[config.mk]
export PLATFORM = sky130hd
export DESIGN_NAME = adcr_regs
export DESIGN_NICKNAME = d
export VERILOG_FILES = /design/src/adcr_pkg.sv /design/src/adcr_conv_seq.sv /design/src/adcr_regs.sv
export SDC_FILE = /design/constraint.sdc
export NUM_CORES = 1
export LEC_CHECK = 0
export BUFFER_PORTS_ARGS = -buffer_cell sky130_fd_sc_hd__buf_2
export CORE_ASPECT_RATIO = 0.75
export CORE_MARGIN = 3
export CORE_UTILIZATION = 45
export CTS_BUF_LIST = sky130_fd_sc_hd__clkbuf_2 sky130_fd_sc_hd__clkbuf_4 sky130_fd_sc_hd__clkbuf_8
export DETAILED_ROUTE_END_ITERATION = 6
export GPL_TIMING_DRIVEN = 0
export PLACE_DENSITY = 0.75
export SYNTH_ARGS = -nofsm -noshare
export SYNTH_HDL_FRONTEND = slang
export SYNTH_SLANG_ARGS = --single-unit
[constraint.sdc]
create_clock -name ref_clk -period 2.2 [get_ports ref_clk]
set_input_delay 0.66 -clock ref_clk [delete_from_list [all_inputs] [get_ports ref_clk]]
set_output_delay 0.66 -clock ref_clk [all_outputs]
set_load 0.1 [all_outputs]
[src/adcr_pkg.sv]
// Shared constants, field layouts and types of the converter control block.
package adcr_pkg;

   // ***************************************************************
   // Bus geometry
   // ***************************************************************
   localparam int             AXI_ADDR_W = 12;
   localparam int             AXI_DATA_W = 32;
   localparam logic [1:0]     RESP_OKAY   = 2'b00;
   localparam logic [1:0]     RESP_SLVERR = 2'b10;

   // ***************************************************************
   // Register indices and byte addresses
   // ***************************************************************
   localparam logic [11:0]    IDX_RESULT_LOW  = 12'h06F;
   localparam logic [11:0]    IDX_RESULT_HIGH = 12'h070;
   localparam logic [11:0]    IDX_CSR         = 12'h071;
   localparam logic [11:0]    ADDR_RESULT_LOW  = IDX_RESULT_LOW << 2;
   localparam logic [11:0]    ADDR_RESULT_HIGH = IDX_RESULT_HIGH << 2;
   localparam logic [11:0]    ADDR_CSR         = IDX_CSR << 2;

   // ***************************************************************
   // Control/status field positions
   // ***************************************************************
   localparam int             BIT_DONE       = 7;
   localparam int             BIT_FAST_CLOCK = 6;
   localparam int             BIT_ON         = 5;
   localparam int             BIT_DIVIDER    = 4;
   localparam int             BIT_SPARE      = 3;
   localparam int             CHAN_LSB       = 0;
   localparam int             CHAN_W         = 3;
   localparam int             RESULT_W       = 10;
   localparam int             HIGH_LSB       = 2;

   typedef struct packed {
      logic                   done;
      logic                   fast_clock;
      logic                   converter_on;
      logic                   divider;
      logic                   spare;
      logic [CHAN_W-1:0]      channel_select;
   } adcr_csr_t;

   // ***************************************************************
   // Reset values and result limits
   // ***************************************************************
   localparam logic [7:0]     RST_CSR         = 8'h00;
   localparam logic [7:0]     RST_RESULT_HIGH = 8'h00;
   localparam logic [1:0]     RST_RESULT_LOW  = 2'h0;
   localparam logic [9:0]     RESULT_FULL     = 10'h3FF;
   localparam logic [9:0]     RESULT_ZERO     = 10'h000;

   // ***************************************************************
   // Timing
   // ***************************************************************
   localparam int             CPU_CLOCK_HZ       = 50_000_000;
   localparam int             FAST_CLOCK_MAX_HZ  = 4_000_000;
   localparam int             DIV_W              = 4;
   localparam logic [3:0]     DIV_UNITY          = 4'h1;
   localparam logic [3:0]     DIV_MID_DEFAULT    = 4'h2;
   localparam logic [3:0]     DIV_SLOW_DEFAULT   = 4'h4;
   localparam int             TICK_W             = 5;
   localparam logic [4:0]     CONV_TICKS_DEFAULT = 5'h0E;

endpackage

[src/adcr_conv_seq.sv]
// Conversion sequencer: converter clock divider and per-conversion tick count.
`timescale 1ns/1ps
module adcr_conv_seq #(
   parameter int DIV_W  = 4,
   parameter int TICK_W = 5
) (
   // Clock and reset
   input  wire logic              ref_clk,
   input  wire logic              arst_n,
   // Control
   input  wire logic              run,
   input  wire logic [DIV_W-1:0]  div_ratio,
   input  wire logic [TICK_W-1:0] conv_ticks,
   // Events
   output logic                   sample_pulse,
   output logic                   done_pulse
);

   logic [DIV_W-1:0]  div_cnt_r;
   logic [TICK_W-1:0] tick_cnt_r;
   logic              tick;
   logic              last_tick;

   // Ratio read live, so clock bits must settle before run rises
   assign tick      = run && (div_cnt_r == div_ratio - DIV_W'(1));
   assign last_tick = tick && (tick_cnt_r == conv_ticks - TICK_W'(1));

   always_ff @(posedge ref_clk or negedge arst_n) begin
      if (!arst_n) begin
         div_cnt_r <= '0;
      end else if (!run || tick) begin
         div_cnt_r <= '0;
      end else begin
         div_cnt_r <= div_cnt_r + DIV_W'(1);
      end
   end

   // Wraps and starts the next conversion while run holds [RL11]
   always_ff @(posedge ref_clk or negedge arst_n) begin
      if (!arst_n) begin
         tick_cnt_r <= '0;
      end else if (!run || last_tick) begin
         tick_cnt_r <= '0;
      end else if (tick) begin
         tick_cnt_r <= tick_cnt_r + TICK_W'(1);
      end
   end

   always_ff @(posedge ref_clk or negedge arst_n) begin
      if (!arst_n) begin
         sample_pulse <= 1'b0;
         done_pulse   <= 1'b0;
      end else begin
         sample_pulse <= tick && (tick_cnt_r == '0);
         done_pulse   <= last_tick;
      end
   end

endmodule // adcr_conv_seq

[src/adcr_regs.sv]
// Converter control/status and result registers behind an AXI4-Lite slave.
//
// The AXI4-Lite register port was decided locally.
`timescale 1ns/1ps
// Functional notes
// [RL1] Hardware sets the done flag, bit 7 of control/status, when a conversion ends.
// [RL2] A read of the high result or any write of control/status clears the done flag; here only a write with byte lane 0 strobed clears it.
// [RL3] Every control/status bit is read/write except bit 7, which ignores writes.
// [RL4] Divider bit 0 with fast-clock bit 1 runs the converter at the CPU clock, for slow CPUs only.
// [RL5] Software settles both clock selection bits before it sets the converter-on bit.
// [RL6] Converter-on bit 5 low stops conversion, and setting it starts conversion.
// [RL7] Channel select in bits 2:0 picks input 0 to 5 in binary order.
// [RL8] The high result register shows result bits 9:2.
// [RL9] The low result register shows result bits 1:0 and reads zero above them.
// [RL10] Control/status and both result registers reset to zero.
// [RL11] While enabled the selected channel is converted over and over, each result stored.
// [RL12] A low result read freezes the high result until the high result is read.
// [RL13] An input above the upper reference stores full scale without any overflow mark.
// [RL14] The other clock bit combinations divide the CPU clock by set ratios.
module adcr_regs #(
   parameter logic [3:0] DIV_MID    = adcr_pkg::DIV_MID_DEFAULT,
   parameter logic [3:0] DIV_SLOW   = adcr_pkg::DIV_SLOW_DEFAULT,
   parameter logic [4:0] CONV_TICKS = adcr_pkg::CONV_TICKS_DEFAULT
) (
   // Clock and reset
   input  wire logic                                ref_clk,
   input  wire logic                                arst_n,
   // AXI4-Lite write address and data
   input  wire logic [adcr_pkg::AXI_ADDR_W-1:0]     s_axi_awaddr,
   input  wire logic                                s_axi_awvalid,
   output logic                                     s_axi_awready,
   input  wire logic [adcr_pkg::AXI_DATA_W-1:0]     s_axi_wdata,
   input  wire logic [3:0]                          s_axi_wstrb,
   input  wire logic                                s_axi_wvalid,
   output logic                                     s_axi_wready,
   // AXI4-Lite write response
   output logic [1:0]                               s_axi_bresp,
   output logic                                     s_axi_bvalid,
   input  wire logic                                s_axi_bready,
   // AXI4-Lite read
   input  wire logic [adcr_pkg::AXI_ADDR_W-1:0]     s_axi_araddr,
   input  wire logic                                s_axi_arvalid,
   output logic                                     s_axi_arready,
   output logic [adcr_pkg::AXI_DATA_W-1:0]          s_axi_rdata,
   output logic [1:0]                               s_axi_rresp,
   output logic                                     s_axi_rvalid,
   input  wire logic                                s_axi_rready,
   // Analog core
   input  wire logic [adcr_pkg::RESULT_W-1:0]       analog_data,
   input  wire logic                                analog_over_range,
   input  wire logic                                analog_under_range,
   output logic [adcr_pkg::CHAN_W-1:0]              analog_channel,
   output logic                                     analog_enable,
   output logic                                     analog_sample
);

   // ***************************************************************
   // Declarations
   // ***************************************************************
   adcr_pkg::adcr_csr_t                    csr_r;
   logic [7:0]                             res_high_r;
   logic [1:0]                             res_low_r;
   logic                                   lock_r;
   logic                                   aw_held_r;
   logic                                   w_held_r;
   logic [adcr_pkg::AXI_ADDR_W-1:0]        waddr_r;
   logic [adcr_pkg::AXI_DATA_W-1:0]        wdata_r;
   logic [3:0]                             wstrb_r;
   logic                                   do_write;
   logic                                   wr_csr;
   logic                                   wr_hit;
   logic                                   rd_fire;
   logic                                   rd_high_fire;
   logic                                   rd_low_fire;
   logic                                   rd_hit;
   logic [adcr_pkg::AXI_DATA_W-1:0]        rdata_nxt;
   logic [adcr_pkg::DIV_W-1:0]             div_ratio;
   logic [adcr_pkg::RESULT_W-1:0]          result_in;
   logic                                   conv_done;
   logic                                   sample_pulse;

   // ***************************************************************
   // Write channel
   // ***************************************************************
   assign do_write = aw_held_r && w_held_r && !s_axi_bvalid;
   assign wr_hit   = (waddr_r == adcr_pkg::ADDR_CSR) ||
                     (waddr_r == adcr_pkg::ADDR_RESULT_HIGH) ||
                     (waddr_r == adcr_pkg::ADDR_RESULT_LOW);
   // Byte lane 0 carries the whole register; other lanes are ignored
   assign wr_csr   = do_write && (waddr_r == adcr_pkg::ADDR_CSR) && wstrb_r[0];

   always_ff @(posedge ref_clk or negedge arst_n) begin
      if (!arst_n) begin
         aw_held_r     <= 1'b0;
         waddr_r       <= '0;
         s_axi_awready <= 1'b1;
      end else if (s_axi_awvalid && s_axi_awready) begin
         aw_held_r     <= 1'b1;
         waddr_r       <= s_axi_awaddr;
         s_axi_awready <= 1'b0;
      end else if (do_write) begin
         aw_held_r     <= 1'b0;
      end else if (s_axi_bvalid && s_axi_bready) begin
         s_axi_awready <= 1'b1;
      end
   end

   always_ff @(posedge ref_clk or negedge arst_n) begin
      if (!arst_n) begin
         w_held_r     <= 1'b0;
         wdata_r      <= '0;
         wstrb_r      <= '0;
         s_axi_wready <= 1'b1;
      end else if (s_axi_wvalid && s_axi_wready) begin
         w_held_r     <= 1'b1;
         wdata_r      <= s_axi_wdata;
         wstrb_r      <= s_axi_wstrb;
         s_axi_wready <= 1'b0;
      end else if (do_write) begin
         w_held_r     <= 1'b0;
      end else if (s_axi_bvalid && s_axi_bready) begin
         s_axi_wready <= 1'b1;
      end
   end

   always_ff @(posedge ref_clk or negedge arst_n) begin
      if (!arst_n) begin
         s_axi_bvalid <= 1'b0;
         s_axi_bresp  <= adcr_pkg::RESP_OKAY;
      end else if (do_write) begin
         s_axi_bvalid <= 1'b1;
         s_axi_bresp  <= wr_hit ? adcr_pkg::RESP_OKAY : adcr_pkg::RESP_SLVERR;
      end else if (s_axi_bready) begin
         s_axi_bvalid <= 1'b0;
      end
   end

   // ***************************************************************
   // Read channel
   // ***************************************************************
   assign rd_fire      = s_axi_arvalid && s_axi_arready;
   assign rd_high_fire = rd_fire && (s_axi_araddr == adcr_pkg::ADDR_RESULT_HIGH);
   assign rd_low_fire  = rd_fire && (s_axi_araddr == adcr_pkg::ADDR_RESULT_LOW);
   assign rd_hit       = rd_high_fire || rd_low_fire ||
                         (s_axi_araddr == adcr_pkg::ADDR_CSR);

   always_comb begin
      rdata_nxt = '0;
      unique case (s_axi_araddr)
         adcr_pkg::ADDR_CSR:         rdata_nxt[7:0] = csr_r;
         adcr_pkg::ADDR_RESULT_HIGH: rdata_nxt[7:0] = res_high_r;     // [RL8]
         adcr_pkg::ADDR_RESULT_LOW:  rdata_nxt[1:0] = res_low_r;      // [RL9]
         default:                    rdata_nxt      = '0;
      endcase
   end

   always_ff @(posedge ref_clk or negedge arst_n) begin
      if (!arst_n) begin
         s_axi_arready <= 1'b1;
         s_axi_rvalid  <= 1'b0;
         s_axi_rdata   <= '0;
         s_axi_rresp   <= adcr_pkg::RESP_OKAY;
      end else if (rd_fire) begin
         s_axi_arready <= 1'b0;
         s_axi_rvalid  <= 1'b1;
         s_axi_rdata   <= rdata_nxt;
         s_axi_rresp   <= rd_hit ? adcr_pkg::RESP_OKAY : adcr_pkg::RESP_SLVERR;
      end else if (s_axi_rvalid && s_axi_rready) begin
         s_axi_arready <= 1'b1;
         s_axi_rvalid  <= 1'b0;
      end
   end

   // ***************************************************************
   // Control/status register
   // ***************************************************************
   always_ff @(posedge ref_clk or negedge arst_n) begin
      if (!arst_n) begin
         csr_r.fast_clock     <= adcr_pkg::RST_CSR[adcr_pkg::BIT_FAST_CLOCK];   // [RL10]
         csr_r.converter_on   <= adcr_pkg::RST_CSR[adcr_pkg::BIT_ON];
         csr_r.divider        <= adcr_pkg::RST_CSR[adcr_pkg::BIT_DIVIDER];
         csr_r.spare          <= adcr_pkg::RST_CSR[adcr_pkg::BIT_SPARE];
         csr_r.channel_select <= adcr_pkg::RST_CSR[adcr_pkg::CHAN_LSB +: adcr_pkg::CHAN_W];
      end else if (wr_csr) begin
         // Done bit is not taken from write data [RL3]
         csr_r.fast_clock     <= wdata_r[adcr_pkg::BIT_FAST_CLOCK];
         csr_r.converter_on   <= wdata_r[adcr_pkg::BIT_ON];              // [RL6]
         csr_r.divider        <= wdata_r[adcr_pkg::BIT_DIVIDER];
         csr_r.spare          <= wdata_r[adcr_pkg::BIT_SPARE];
         csr_r.channel_select <= wdata_r[adcr_pkg::CHAN_LSB +: adcr_pkg::CHAN_W];
      end
   end

   // Set beats clear so a conversion ending during a read is not lost
   always_ff @(posedge ref_clk or negedge arst_n) begin
      if (!arst_n) begin
         csr_r.done <= adcr_pkg::RST_CSR[adcr_pkg::BIT_DONE];
      end else if (conv_done) begin
         csr_r.done <= 1'b1;                                                 // [RL1]
      end else if (wr_csr || rd_high_fire) begin
         csr_r.done <= 1'b0;                                                 // [RL2]
      end
   end

   // ***************************************************************
   // Converter clock and sequencing
   // ***************************************************************
   always_comb begin
      if (csr_r.fast_clock && !csr_r.divider) begin
         div_ratio = adcr_pkg::DIV_UNITY;                                    // [RL4]
      end else if (csr_r.divider) begin
         div_ratio = DIV_SLOW;                                               // [RL14]
      end else begin
         div_ratio = DIV_MID;                                                // [RL14]
      end
   end

   // Clock bits take effect live; a change while running garbles one conversion [RL5]
   adcr_conv_seq #(
      .DIV_W  (adcr_pkg::DIV_W),
      .TICK_W (adcr_pkg::TICK_W)
   ) u_seq (
      .ref_clk      (ref_clk),
      .arst_n       (arst_n),
      .run          (csr_r.converter_on),                                    // [RL6]
      .div_ratio    (div_ratio),
      .conv_ticks   (CONV_TICKS),
      .sample_pulse (sample_pulse),
      .done_pulse   (conv_done)
   );

   // Channel code goes straight to the input mux [RL7]
   assign analog_channel = csr_r.channel_select;
   assign analog_enable  = csr_r.converter_on;
   assign analog_sample  = sample_pulse;

   // ***************************************************************
   // Result registers
   // ***************************************************************
   always_comb begin
      if (analog_over_range) begin
         result_in = adcr_pkg::RESULT_FULL;                                  // [RL13]
      end else if (analog_under_range) begin
         result_in = adcr_pkg::RESULT_ZERO;
      end else begin
         result_in = analog_data;
      end
   end

   always_ff @(posedge ref_clk or negedge arst_n) begin
      if (!arst_n) begin
         lock_r <= 1'b0;
      end else if (rd_low_fire) begin
         lock_r <= 1'b1;                                                     // [RL12]
      end else if (rd_high_fire) begin
         lock_r <= 1'b0;
      end
   end

   // Low half keeps updating; software reads it first, so pairs still match
   always_ff @(posedge ref_clk or negedge arst_n) begin
      if (!arst_n) begin
         res_high_r <= adcr_pkg::RST_RESULT_HIGH;                            // [RL10]
         res_low_r  <= adcr_pkg::RST_RESULT_LOW;
      end else if (conv_done) begin
         res_low_r  <= result_in[adcr_pkg::HIGH_LSB-1:0];                    // [RL9] [RL11]
         if (!lock_r) begin
            res_high_r <= result_in[adcr_pkg::RESULT_W-1:adcr_pkg::HIGH_LSB]; // [RL8] [RL12]
         end
      end
   end
endmodule // adcr_regs

==> impl_metrics.ini <==
[drt]
drc = 0
vias = 2241
first_pass_iters = 4
ant_nets = 0
vias_per_cell = 4.84
routedWlPerCell_microns = 14.0
drt_iter0_drc = 113
drt-total-wl_microns = 6490

[sta]
worst_slew_pin_slew_ps = 838
max_freq_mhz = 478
rsz0062_at_grt = no
hold_viol_final = 0
timing.hold.ws_ps = 410
fin_skew_ps = 8.90
fin_ws_ps = 108
tns_ps = 0
finalMaxSlewViolations = 0
timing.final.crit_share = 0.951
finalCriticalPeriod_ps = 2090
finalSetupViolations = 0
relSlewSlack = 0.441

[worst_setup_path]
critPathTopFamily = simple AND/OR/NAND/NOR gates
worst_path_max_delay_cell = dfstp_4
critPathMaxStageDelay_ps = 650
cp_num_buf_inv = 1
required_ps = 2440
r2r_slack_ps = 110
arrival_ps = 2330
start_kind = register
critPathMaxFanout = 10
crit_chain = nand2_4 -> or4_1 -> buf_4 -> or3_1 -> a31o_1
endpoint_kind = register
worstSetupPathType = reg2reg

[global_route]
grt_overflow = 0
grt_pass1_wl_microns = 10600
grt_pass1_vias = 2196
grt_usage = 0.174
grt_max_degree = 68
antenna_found_initial = 0

[die]
io_pins = 125
rows = 25
fp.coreArea_sq_um = 6510
die_area_sq_um = 7990
die_w_microns = 102
die_h_microns = 78.2
start_util = 0.481

[power]
power_density_nw_per_um2 = 912
ir_drop_mv = 0.588
power_mw = 3.55
leakagePower_nw = 1.98

[synthesis]
avgSynthCellArea_sq_um = 11.5
synth-edff-count = 0
seq_area_frac_synth = 0.537
ys_ff_latch = 67
synth_warnings = 0
yosysUniqueCellTypes = 46
ys.flop_type = dfrtp_1
ys_async_sr_fraction = 1.00
syn_inst = 273
syn_area_sq_um = 3130

[clock_network]
cts.sinks = 67
cts_tree = built
cts_buffers = 9
insertion_delay_ps = 340
clk_pin_slew_ps = 80
cts_buffer_depth = 2
ctsHtreeMaxLevel = 3
cts_root_buffer = clkbuf_8
ctsHoldBuffers = 0

[placement]
io_buffers = 68
hpwlAfterDp_microns = 4750
dpl.cell_count = 447
routabilityCongestion = 0.755
place_area_sq_um = 3670
pre_cts_ws_ps = -133

[job]
drv_cap = 0

[final_layout]
area_growth_pct = 24.4
drive_above_1_share = 0.395
final_common_cell = buf_2
insertedDiodeCount = 0
final_cells = 463
nNetsFinal = 460
finish.utilization = 0.598
final_cell_mix = 67 x buf_2, 64 x dfrtp_1, 31 x buf_4
postLayoutCellArea_sq_um = 3890

[run_status]
outcome = finished clean

[hold_path]
hold_class = in2async
==> final timing paths <==
| kind | start | to | cells after the start |
|---|---|---|---|
| max | s_axi_arready$_DFFE_PN1P_ | csr_r[7]$_DFFE_PN0P_ | 5 |
| min | arst_n | u_seq.sample_pulse$_DFF_PN0_ | 1 |
| max reg2reg | s_axi_arready$_DFFE_PN1P_ | csr_r[7]$_DFFE_PN0P_ | 5 |
| min reg2reg | res_high_r[7]$_DFFE_PN0P_ | res_high_r[7]$_DFFE_PN0P_ | 2 |
| max in group asynchronous | arst_n | u_seq.tick_cnt_r[2]$_DFFE_PN0P_ | 1 |
| min in group ref_clk | s_axi_awvalid | s_axi_awready$_DFFE_PN1P_ | 2 |
==> final cells by class <==
| class | instances | area, sq um |
|---|---|---|
| fillers | 556 | 2620 |
| flip-flops and latches | 67 | 1680 |
| multi-input cells | 186 | 1270 |
| repair buffers | 68 | 343 |
| plain buffers | 36 | 255 |
| clock buffers | 10 | 138 |
| well taps | 81 | 101 |
| clock inverters | 6 | 63.8 |
| inverters | 9 | 33.8 |
==> cell families after synthesis <==
family                     Yosys count  share of synthesized area
adders and majority gates            4                     0.0160
xor gates and xnor gates             3                    0.00840
buffers and inverters               45                     0.0916
AOI/OAI and AO/OA                   48                     0.0920
DFF                                 67                      0.537
other                                1                    0.00120
muxes                               33                      0.125
and+or+nand+nor                     72                      0.128
==> power by group <==
part | switching, mW | internal (mW) | total [mW]
registers | 0.131 | 1.47 | 1.61
clock network | 0.476 | 0.554 | 1.03
logic | 0.621 | 0.292 | 0.914
total | 1.23 | 2.32 | 3.55
==> state kept, by name (all words and copies together), names as in the netlist, 3 cells and up <==
signal and cells:
u_seq.div_cnt_r 4, wdata_r 7, waddr_r 12, res_high_r 8
csr_r 4, analog_channel 3, s_axi_rdata 8, u_seq.tick_cnt_r 5
==> synthesized netlist by cell type (2+ instances only) <==
cell / number / share of area
dfrtp_1: 64 / 0.51
buf_4: 29 / 0.070
nand2_1: 22 / 0.026
mux2_2: 21 / 0.076
a21oi_1: 18 / 0.029
o21ai_0: 18 / 0.029
nor2_1: 11 / 0.013
inv_1: 8 / 0.0096
and2_1: 7 / 0.014
mux2_4: 7 / 0.034
a221o_1: 6 / 0.019
mux2i_1: 5 / 0.016
clkbuf_1: 4 / 0.0048
ha_1: 4 / 0.016
nand3_1: 4 / 0.0064
dfstp_2: 3 / 0.025
nor4_1: 3 / 0.0060
or3_1: 3 / 0.0060
or4_1: 3 / 0.0072
a2bb2oi_1: 2 / 0.0056
nand3b_1: 2 / 0.0048
nand4_1: 2 / 0.0040
nor3_2: 2 / 0.0064
nor4b_1: 2 / 0.0056
xor2_1: 2 / 0.0056
==> what timing repair did <==
item                       CTS  global route
cloned                       0             0
buffers inserted             0             0
resized for setup            1             4
setup endpoints to repair    1             7
==> worst reg2reg max path, stage by stage, from the launching register on <==
cell	delay [ps]
dfstp_4	650
nand2_4	90
or4_1	480
buf_4	180
or3_1	360
a31o_1	220
==> per-layer routing <==
metal  up-vias  track usage  share of wire
met5         -            0              0
met4         0       0.0485         0.0094
met3         7       0.0648          0.070
met2        72        0.257           0.45
met1      1051        0.241           0.47
li1       1111            -              -
Power figures use the tool's default switching activity.
